===== src/design/host_port_pkg.sv =====
package host_port_pkg;

  // ----------------------------------------------------------------------
  // Widths
  // ----------------------------------------------------------------------
  localparam int unsigned WORD_W   = 32;
  localparam int unsigned HALF_W   = 16;
  localparam int unsigned ADDR_W   = 32;

  // ----------------------------------------------------------------------
  // Access select codes and read/write polarity
  // ----------------------------------------------------------------------
  localparam logic [1:0] SEL_CONTROL  = 2'h0;
  localparam logic [1:0] SEL_ADDRESS  = 2'h1;
  localparam logic [1:0] SEL_DATA_INC = 2'h2;
  localparam logic [1:0] SEL_DATA_FIX = 2'h3;
  localparam logic       RW_WRITE     = 1'b0;
  localparam logic       RW_READ      = 1'b1;

  // ----------------------------------------------------------------------
  // Control register layout and reset values (mirrored in both halves)
  // ----------------------------------------------------------------------
  localparam int unsigned CTRL_ORDER_BIT = 0;
  localparam int unsigned CTRL_READY_BIT = 3;
  localparam logic        ORDER_RESET    = 1'b0;
  localparam logic [ADDR_W-1:0] ADDR_RESET = 32'h0000_0000;
  localparam logic [WORD_W-1:0] DATA_RESET = 32'h0000_0000;

  // ----------------------------------------------------------------------
  // Timing
  // ----------------------------------------------------------------------
  localparam int unsigned CLK_PERIOD_NS   = 100;
  localparam int unsigned MEM_LATENCY_NS  = 300;
  localparam int unsigned MEM_LATENCY_CYC = (MEM_LATENCY_NS + CLK_PERIOD_NS - 1) / CLK_PERIOD_NS;
  localparam logic [3:0]  MEM_LATENCY     = 4'(MEM_LATENCY_CYC);
  localparam logic [7:0]  MEM_PATTERN     = 8'h5A;

endpackage : host_port_pkg


===== src/design/host_port_if.sv =====
`timescale 1ns/1ps
interface host_port_if;
  logic        strobe_n;
  logic        read_write_select;
  logic [1:0]  access_select;
  logic        halfword_select;
  logic [3:0]  byte_enables;
  logic [31:0] host_wdata;
  logic [31:0] dev_rdata;
  logic        dev_rdata_oe;
  logic        host_ready_n;

  modport device (
    input  strobe_n,
    input  read_write_select,
    input  access_select,
    input  halfword_select,
    input  byte_enables,
    input  host_wdata,
    output dev_rdata,
    output dev_rdata_oe,
    output host_ready_n
  );

  modport host (
    output strobe_n,
    output read_write_select,
    output access_select,
    output halfword_select,
    output byte_enables,
    output host_wdata,
    input  dev_rdata,
    input  dev_rdata_oe,
    input  host_ready_n
  );
endinterface : host_port_if


===== src/design/host_port_device.sv =====
`timescale 1ns/1ps
// Behaviour
// RL1 - Host programs control, then address, then data
// RL2 - Data access launches internal word transfer
// RL3 - Narrow port: low halfword cycle then high
// RL4 - Host never breaks a halfword pair
// RL5 - First halfword waits for outstanding requests
// RL6 - Second halfword always sees ready
// RL7 - Wide port: one full-word cycle per access
// RL8 - Order bit ignored in wide mode
// RL9 - Host sets order bit before address
// RL10 - Order bit picks which halfword first
// RL11 - Codes 00 control, 01 address; rw 0=write
// RL12 - Address write updates read and write pointers
// RL13 - Local CPU may also load control, address
// RL14 - Fixed read request at strobe falling edge
// RL15 - Ready held high until data loaded
// RL16 - Reads ignore byte enables, return whole word
// RL17 - Control mirrors ready status bit
// RL18 - Code 11 fixed data, 10 autoincrement data (this device never increments the address)
// RL19 - Host rewrites control/address when switching direction
// RL20 - Host samples data after ready seen low
// RL21 - Control write accepted in either halfword
module host_port_device (
  input  wire logic          clk_i,
  input  wire logic          reset_i,
  input  wire logic          narrow_port_mode_i,
  host_port_if.device        bus,
  input  wire logic          cpu_ctrl_we_i,
  input  wire logic          cpu_order_i,
  input  wire logic          cpu_addr_we_i,
  input  wire logic [31:0]   cpu_addr_i,
  output logic               mem_req_o,
  output logic               mem_we_o,
  output logic [31:0]        mem_addr_o,
  output logic [31:0]        mem_wdata_o,
  output logic [3:0]         mem_be_o,
  input  wire logic          mem_ack_i,
  input  wire logic [31:0]   mem_rdata_i,
  output logic               word_order_bit_o,
  output logic [31:0]        read_address_o,
  output logic [31:0]        write_address_o
);

  typedef enum logic [1:0] {
    ST_IDLE  = 2'b00,
    ST_WAIT  = 2'b01,
    ST_READY = 2'b11,
    ST_HOLD  = 2'b10
  } state_t;

  // ----------------------------------------------------------------------
  // Pin synchronisers
  // ----------------------------------------------------------------------
  logic [1:0]  strobe_meta;
  logic [1:0]  strobe_sync;
  logic        rw_meta,  rw_sync;
  logic [1:0]  sel_meta, sel_sync;
  logic        half_meta, half_sync;
  logic [3:0]  be_meta,  be_sync;
  logic [31:0] wd_meta,  wd_sync;
  logic        mode_meta, mode_sync;

  always_ff @(posedge clk_i or posedge reset_i) begin
    if (reset_i) begin
      strobe_meta <= 2'b11;
      strobe_sync <= 2'b11;
      {rw_meta, rw_sync}     <= 2'b00;
      {sel_meta, sel_sync}   <= 4'h0;
      {half_meta, half_sync} <= 2'b00;
      {be_meta, be_sync}     <= 8'h00;
      {wd_meta, wd_sync}     <= 64'h0000_0000_0000_0000;
      {mode_meta, mode_sync} <= 2'b00;
    end else begin
      strobe_meta <= {strobe_meta[0], bus.strobe_n};
      strobe_sync <= {strobe_sync[0], strobe_meta[1]};
      rw_meta     <= bus.read_write_select;
      rw_sync     <= rw_meta;
      sel_meta    <= bus.access_select;
      sel_sync    <= sel_meta;
      half_meta   <= bus.halfword_select;
      half_sync   <= half_meta;
      be_meta     <= bus.byte_enables;
      be_sync     <= be_meta;
      wd_meta     <= bus.host_wdata;
      wd_sync     <= wd_meta;
      mode_meta   <= narrow_port_mode_i;
      mode_sync   <= mode_meta;
    end
  end

  // strobe_sync[0] is the settled level; strobe_sync[1] is one cycle older.
  wire strobe_fall = strobe_sync[1] & ~strobe_sync[0];
  wire strobe_rise = ~strobe_sync[1] & strobe_sync[0];

  // ----------------------------------------------------------------------
  // Decode
  // ----------------------------------------------------------------------
  logic        order_bit;
  logic [31:0] addr_reg;
  logic [31:0] data_reg;
  logic [15:0] half_hold;
  logic        read_wait;
  state_t      state;
  logic        busy;

  // RL11 RL18 access decode
  wire is_ctrl    = sel_sync == host_port_pkg::SEL_CONTROL;
  wire is_addr    = sel_sync == host_port_pkg::SEL_ADDRESS;
  wire is_data    = sel_sync[1];
  wire is_write   = rw_sync == host_port_pkg::RW_WRITE;
  // RL3 RL7 pairing: in wide mode every cycle is a whole word
  wire narrow     = mode_sync;
  wire first_half = narrow & ~half_sync;
  wire word_done  = ~narrow | half_sync;
  // RL10 RL8 order only matters on the narrow port
  wire lsb_first  = narrow & order_bit;
  wire [31:0] full_word = ~narrow ? wd_sync :
                          lsb_first ? {wd_sync[15:0], half_hold} : {half_hold, wd_sync[15:0]};
  // RL17 ready status mirrored in both halves
  wire [15:0] ctrl_half = 16'(({15'h0000, ~busy} << host_port_pkg::CTRL_READY_BIT) |
                              ({15'h0000, order_bit} << host_port_pkg::CTRL_ORDER_BIT));
  wire [31:0] ctrl_word = {ctrl_half, ctrl_half};
  wire [31:0] rd_word   = is_ctrl ? ctrl_word : is_addr ? addr_reg : data_reg;
  // RL16 whole word returned, byte enables not consulted
  // The upper half goes first unless the order bit asks for the low half first.
  wire [15:0] rd_half   = (half_sync ~^ lsb_first) ? rd_word[31:16] : rd_word[15:0];
  wire [31:0] drive_val = narrow ? {16'h0000, rd_half} : rd_word;
  // RL2 data access starts a transfer: reads on first half, writes on word end
  wire start_read  = strobe_fall & is_data & ~is_write & (first_half | ~narrow);
  wire start_write = strobe_rise & is_data & is_write & word_done;

  // ----------------------------------------------------------------------
  // Transfer sequencer
  // ----------------------------------------------------------------------
  always_ff @(posedge clk_i or posedge reset_i) begin
    if (reset_i) begin
      state       <= ST_IDLE;
      busy        <= 1'b0;
      read_wait   <= 1'b0;
      mem_req_o   <= 1'b0;
      mem_we_o    <= 1'b0;
      mem_be_o    <= 4'h0;
      mem_wdata_o <= host_port_pkg::DATA_RESET;
      data_reg    <= host_port_pkg::DATA_RESET;
    end else begin
      // RL5 first-half read waits for busy sequencer
      // Without this the strobe edge would be lost and the host would finish on stale data.
      if (start_read && state != ST_IDLE) begin
        read_wait <= 1'b1;
      end
      case (state)
        ST_IDLE: begin
          // RL14 fixed read requested at strobe fall
          if (start_read || read_wait) begin
            read_wait <= 1'b0;
            mem_req_o <= 1'b1;
            mem_we_o  <= 1'b0;
            mem_be_o  <= 4'hF;
            busy      <= 1'b1;
            state     <= ST_WAIT;
          end else if (start_write) begin
            mem_req_o   <= 1'b1;
            mem_we_o    <= 1'b1;
            mem_be_o    <= be_sync;
            mem_wdata_o <= full_word;
            busy        <= 1'b1;
            state       <= ST_WAIT;
          end
        end
        ST_WAIT: begin
          if (mem_ack_i) begin
            mem_req_o <= 1'b0;
            // RL15 word lands in data register before ready
            if (!mem_we_o) begin
              data_reg <= mem_rdata_i;
            end
            state <= ST_READY;
          end
        end
        ST_READY: begin
          busy  <= 1'b0;
          state <= ST_IDLE;
        end
        default: begin
          state <= ST_IDLE;
        end
      endcase
    end
  end

  // ----------------------------------------------------------------------
  // Control and address registers
  // ----------------------------------------------------------------------
  always_ff @(posedge clk_i or posedge reset_i) begin
    if (reset_i) begin
      order_bit    <= host_port_pkg::ORDER_RESET;
      addr_reg     <= host_port_pkg::ADDR_RESET;
      half_hold    <= 16'h0000;
    end else begin
      if (strobe_rise && is_write && first_half) begin
        half_hold <= wd_sync[15:0];
      end
      // RL21 control write taken in either half
      if (strobe_rise && is_write && is_ctrl) begin
        order_bit <= wd_sync[host_port_pkg::CTRL_ORDER_BIT];
      // RL13 local CPU may load control
      end else if (cpu_ctrl_we_i) begin
        order_bit <= cpu_order_i;
      end
      // RL12 one address feeds both pointers
      if (strobe_rise && is_write && is_addr && word_done) begin
        addr_reg <= full_word;
      // RL13 local CPU may load address
      end else if (cpu_addr_we_i) begin
        addr_reg <= cpu_addr_i;
      end
    end
  end

  // ----------------------------------------------------------------------
  // Pin drive
  // ----------------------------------------------------------------------
  logic ready_n;
  logic [31:0] rdata;
  logic rdata_oe;
  always_ff @(posedge clk_i or posedge reset_i) begin
    if (reset_i) begin
      ready_n  <= 1'b1;
      rdata    <= 32'h0000_0000;
      rdata_oe <= 1'b0;
    end else begin
      // RL5 RL6 RL15 not ready while any transfer is outstanding
      ready_n  <= busy | read_wait | start_read | start_write | (state != ST_IDLE);
      rdata    <= drive_val;
      rdata_oe <= ~strobe_sync[0] & ~is_write;
    end
  end

  assign bus.host_ready_n = ready_n;
  assign bus.dev_rdata    = rdata;
  assign bus.dev_rdata_oe = rdata_oe;
  assign mem_addr_o       = addr_reg;
  assign word_order_bit_o = order_bit;
  assign read_address_o   = addr_reg;
  assign write_address_o  = addr_reg;

endmodule : host_port_device


===== src/flat_wrapper.sv =====
// flat-port wrapper written by rule: the top's interface ports become plain ports
module host_port_device_flat 
  (clk_i, reset_i, narrow_port_mode_i, cpu_ctrl_we_i, cpu_order_i, cpu_addr_we_i, cpu_addr_i, mem_req_o, mem_we_o, mem_addr_o, mem_wdata_o, mem_be_o, mem_ack_i, mem_rdata_i, word_order_bit_o, read_address_o, write_address_o, bus_strobe_n, bus_read_write_select, bus_access_select, bus_halfword_select, bus_byte_enables, bus_host_wdata, bus_dev_rdata, bus_dev_rdata_oe, bus_host_ready_n);
  host_port_if bus_i ();
  input  wire logic clk_i;
  input  wire logic reset_i;
  input  wire logic narrow_port_mode_i;
  input  wire logic cpu_ctrl_we_i;
  input  wire logic cpu_order_i;
  input  wire logic cpu_addr_we_i;
  input  wire logic [31:0] cpu_addr_i;
  output logic mem_req_o;
  output logic mem_we_o;
  output logic [31:0] mem_addr_o;
  output logic [31:0] mem_wdata_o;
  output logic [3:0] mem_be_o;
  input  wire logic mem_ack_i;
  input  wire logic [31:0] mem_rdata_i;
  output logic word_order_bit_o;
  output logic [31:0] read_address_o;
  output logic [31:0] write_address_o;
  input wire logic [$bits(bus_i.strobe_n)-1:0] bus_strobe_n;
  input wire logic [$bits(bus_i.read_write_select)-1:0] bus_read_write_select;
  input wire logic [$bits(bus_i.access_select)-1:0] bus_access_select;
  input wire logic [$bits(bus_i.halfword_select)-1:0] bus_halfword_select;
  input wire logic [$bits(bus_i.byte_enables)-1:0] bus_byte_enables;
  input wire logic [$bits(bus_i.host_wdata)-1:0] bus_host_wdata;
  output wire logic [$bits(bus_i.dev_rdata)-1:0] bus_dev_rdata;
  output wire logic [$bits(bus_i.dev_rdata_oe)-1:0] bus_dev_rdata_oe;
  output wire logic [$bits(bus_i.host_ready_n)-1:0] bus_host_ready_n;
  assign bus_i.strobe_n = bus_strobe_n;
  assign bus_i.read_write_select = bus_read_write_select;
  assign bus_i.access_select = bus_access_select;
  assign bus_i.halfword_select = bus_halfword_select;
  assign bus_i.byte_enables = bus_byte_enables;
  assign bus_i.host_wdata = bus_host_wdata;
  assign bus_dev_rdata = bus_i.dev_rdata;
  assign bus_dev_rdata_oe = bus_i.dev_rdata_oe;
  assign bus_host_ready_n = bus_i.host_ready_n;
  host_port_device u_core (.clk_i(clk_i), .reset_i(reset_i), .narrow_port_mode_i(narrow_port_mode_i), .bus(bus_i), .cpu_ctrl_we_i(cpu_ctrl_we_i), .cpu_order_i(cpu_order_i), .cpu_addr_we_i(cpu_addr_we_i), .cpu_addr_i(cpu_addr_i), .mem_req_o(mem_req_o), .mem_we_o(mem_we_o), .mem_addr_o(mem_addr_o), .mem_wdata_o(mem_wdata_o), .mem_be_o(mem_be_o), .mem_ack_i(mem_ack_i), .mem_rdata_i(mem_rdata_i), .word_order_bit_o(word_order_bit_o), .read_address_o(read_address_o), .write_address_o(write_address_o));
endmodule

===== config.mk =====
export PLATFORM = sky130hd
export DESIGN_NAME = host_port_device_flat
export DESIGN_NICKNAME = d
export VERILOG_FILES = /design/src/design/host_port_pkg.sv /design/src/design/host_port_if.sv /design/src/design/host_port_device.sv /design/src/flat_wrapper.sv
export SDC_FILE = /design/constraint.sdc
export NUM_CORES = 1
export LEC_CHECK = 0
export ABC_AREA = 0
export BUFFER_PORTS_ARGS = -buffer_cell sky130_fd_sc_hd__clkbuf_2
export CAP_MARGIN = 10
export CELL_PAD_IN_SITES_DETAIL_PLACEMENT = 0
export CELL_PAD_IN_SITES_GLOBAL_PLACEMENT = 2
export CORE_MARGIN = 1
export CORE_UTILIZATION = 34
export CTS_CLUSTER_SIZE = 28
export DETAILED_ROUTE_END_ITERATION = 8
export PLACE_DENSITY_LB_ADDON = 0.1
export SLEW_MARGIN = 40
export SYNTH_ARGS = -nofsm -noshare
export SYNTH_HDL_FRONTEND = slang
export SYNTH_SLANG_ARGS = --single-unit
export TNS_END_PERCENT = 50

===== constraint.sdc =====
create_clock -name clk_i -period 9.43 [get_ports clk_i]
set_input_delay 0.4715 -clock clk_i [delete_from_list [all_inputs] [get_ports clk_i]]
set_output_delay 0.4715 -clock clk_i [all_outputs]
set_load 0.01 [all_outputs]

==> impl_metrics.json <==
{
  "clock_latency_ns": 0.54,
  "clockRootBuffer": "clkbuf_16",
  "viasPerCell": 4.61,
  "cts_buffers": 27,
  "htreeDepth": 1,
  "synthArstFlopShare_pct": 100,
  "grt_pass1_wl_um": 38500,
  "post_cts_buffers": 0,
  "skew_ns": 0.00847,
  "synthFlopType": "dfrtp_1",
  "cap_violations": 0,
  "start_util_pct": 34.7,
  "layout_common_cells": "clkbuf_2 (280), dfrtp_1 (237), mux2_2 (66), nor2_1 (66), a21oi_1 (64)",
  "global_route.usage.total_pct": 17.4,
  "setup_tns_ns": 0,
  "grt_max_degree": 90,
  "grt_pass1_vias": 6267,
  "cp.arrival_ns": 3.07,
  "ys_types": 38,
  "max_freq_mhz": 378,
  "core_area_um2": 27900,
  "stdcell_count": 1327,
  "min_period_ns": 2.65,
  "timing.hold.ws_ns": 0.00499,
  "dp.cells": 1276,
  "finalHoldViolCount": 0,
  "vias": 6120,
  "num_io_pins": 281,
  "postRouteAntennaNets": 0,
  "syn_to_final_growth_pct": 22.4,
  "drv_slew": 0,
  "slew_headroom_pct": 44.8,
  "tightest_slew_ns": 0.826,
  "rsz0062_at_grt": "false",
  "grt_overflow": 0,
  "ir_worst_vdd_mv": 0.166,
  "cts.sinks": 243,
  "wl_per_cell_um": 19.2,
  "std_cell_rows": 61,
  "clk_path_buf_depth": 3,
  "layout_commonest_cell": "clkbuf_2",
  "netlist_area_um2": 9700,
  "ys_warn_count": 0,
  "drc_errors": 0,
  "hp-class": "in2async",
  "synthSimpleGateAreaFrac_pct": 3.82,
  "synthMuxAreaShare_pct": 17.8,
  "synth_seq_cells": 243,
  "critPathLaunchType": "register",
  "cts_resized": 0,
  "path_class": "reg2reg",
  "synth_compound_area_share_pct": 7.61,
  "leakagePower_nw": 5.81,
  "cts_tree": "built",
  "synth_edf_count": 0,
  "place.gp.congestion": 0.775,
  "fin_util_pct": 42.5,
  "synth_top_family_by_area": "multiplexers",
  "drive_above_1_share_pct": 46.4,
  "dp_hpwl_um": 18000,
  "setup_viol": 0,
  "worstPathRequired_ns": 9.85,
  "die_w_um": 171,
  "clk_pin_slew_ns": 0.06,
  "powerDensity_nw_per_um2": 269,
  "placed_area_um2": 11000,
  "syn-instance-count": 712,
  "routed_wl_um": 25500,
  "stdcell_area_um2": 11900,
  "die_h_um": 171,
  "syn-num-nets": 827,
  "io_buffers": 280,
  "antenna_found_initial": 0,
  "synth_fa_ha_area_share_pct": 0.387,
  "avgSynthCellArea_um2": 13.6,
  "synthXorXnorAreaFrac_pct": 0.0903,
  "diodes": 0,
  "fin_crit_sh_pct": 28.1,
  "ctsHoldBuffers": 1,
  "dieArea_um2": 29200,
  "status": "complete, no violations",
  "endpoint_kind": "register",
  "first_pass_iters": 4,
  "nNetsFinal": 1043,
  "worstPathMaxFanout": 55,
  "drtIter0Drc": 410,
  "yosysSeqAreaShare_pct": 62.7
}
final timing paths:
kind / to / start / cells after the start / slack, ns
setup / recovery: u_core.mem_wdata_o[12]$_DFFE_PP0P_ / u_core.mode_sync$_DFF_PP0_ / 5 / 6.78
hold / removal: u_core.wd_meta[24]$_DFF_PP0_ / reset_i / 2 / 0.005
setup reg to reg: u_core.mem_wdata_o[12]$_DFFE_PP0P_ / u_core.mode_sync$_DFF_PP0_ / 5 / 6.78
hold reg to reg: u_core.be_sync[3]$_DFF_PP0_ / u_core.be_meta[3]$_DFF_PP0_ / 0 / 0.34
max in group asynchronous: u_core.sel_meta[0]$_DFF_PP0_ / reset_i / 3 / 8.23
min in group clk_i: u_core.wd_meta[11]$_DFF_PP0_ / bus_host_wdata[11] / 1 / 0.04
worst max-delay path, cell delays in order (launching register included):
cell and delay [ns]:
dfrtp_2 0.33, buf_4 0.53, nand2_2 0.13, a41oi_4 0.39, and3_4 0.68, mux2_2 0.40
cells by family after synthesis:
| group | after synthesis |
|---|---|
| XOR/XNOR | 1 |
| AND/OR/NAND/NOR | 87 |
| adder cells (fa/ha/maj) | 3 |
| flip-flops | 243 |
| buffers and inverters | 113 |
| AO/OA/AOI/OAI | 116 |
| multiplexers | 149 |
final cells by class:
type	instances	area, um^2
clock inverter	12	135
inverter	10	45.0
multi-input combinational	356	2900
sequential	243	6090
timing repair buffer	290	1490
clock buffer	38	747
fill	2689	16100
tap	378	473
report_power, final:
part           internal [W]  switching (W)  total [W]
logic              0.000370       0.000343   0.000714
registers           0.00128       0.000168    0.00145
clock network      0.000612       0.000425    0.00104
synthesized netlist by cell type (all sizes together), types with 3 or more instances:
cell	number	share of area (%)
a21oi	64	3.3
a221oi	14	1.3
a22oi	14	1.1
and3	4	0.26
buf	83	6.4
clkbuf	20	0.77
dfrtp	238	61
dfstp	5	1.4
ha	3	0.39
inv	10	0.39
mux2	96	12
mux2i	53	5.5
nand2	5	0.22
nand3	4	0.21
nor2	67	2.6
o21ai	6	0.31
o22a	6	0.54
through the flow:
step	setup WS, ns	total power, W
after global placement	6.53	0.00217
after global routing	6.67	0.00337
final	6.78	0.00320
after detailed placement	6.79	0.00219
after CTS	6.78	0.00325
after floorplan	2.29	0.00191
metal layers:
layer	GRT usage, %	share of wire (%)	routed length, um
met4	3.26	1.4	355
met3	2.89	5.1	1310
met1	26.6	50	12700
met2	26.1	44	11200
met5	0	0	0
No activity file was read; power rests on OpenSTA's default activity.
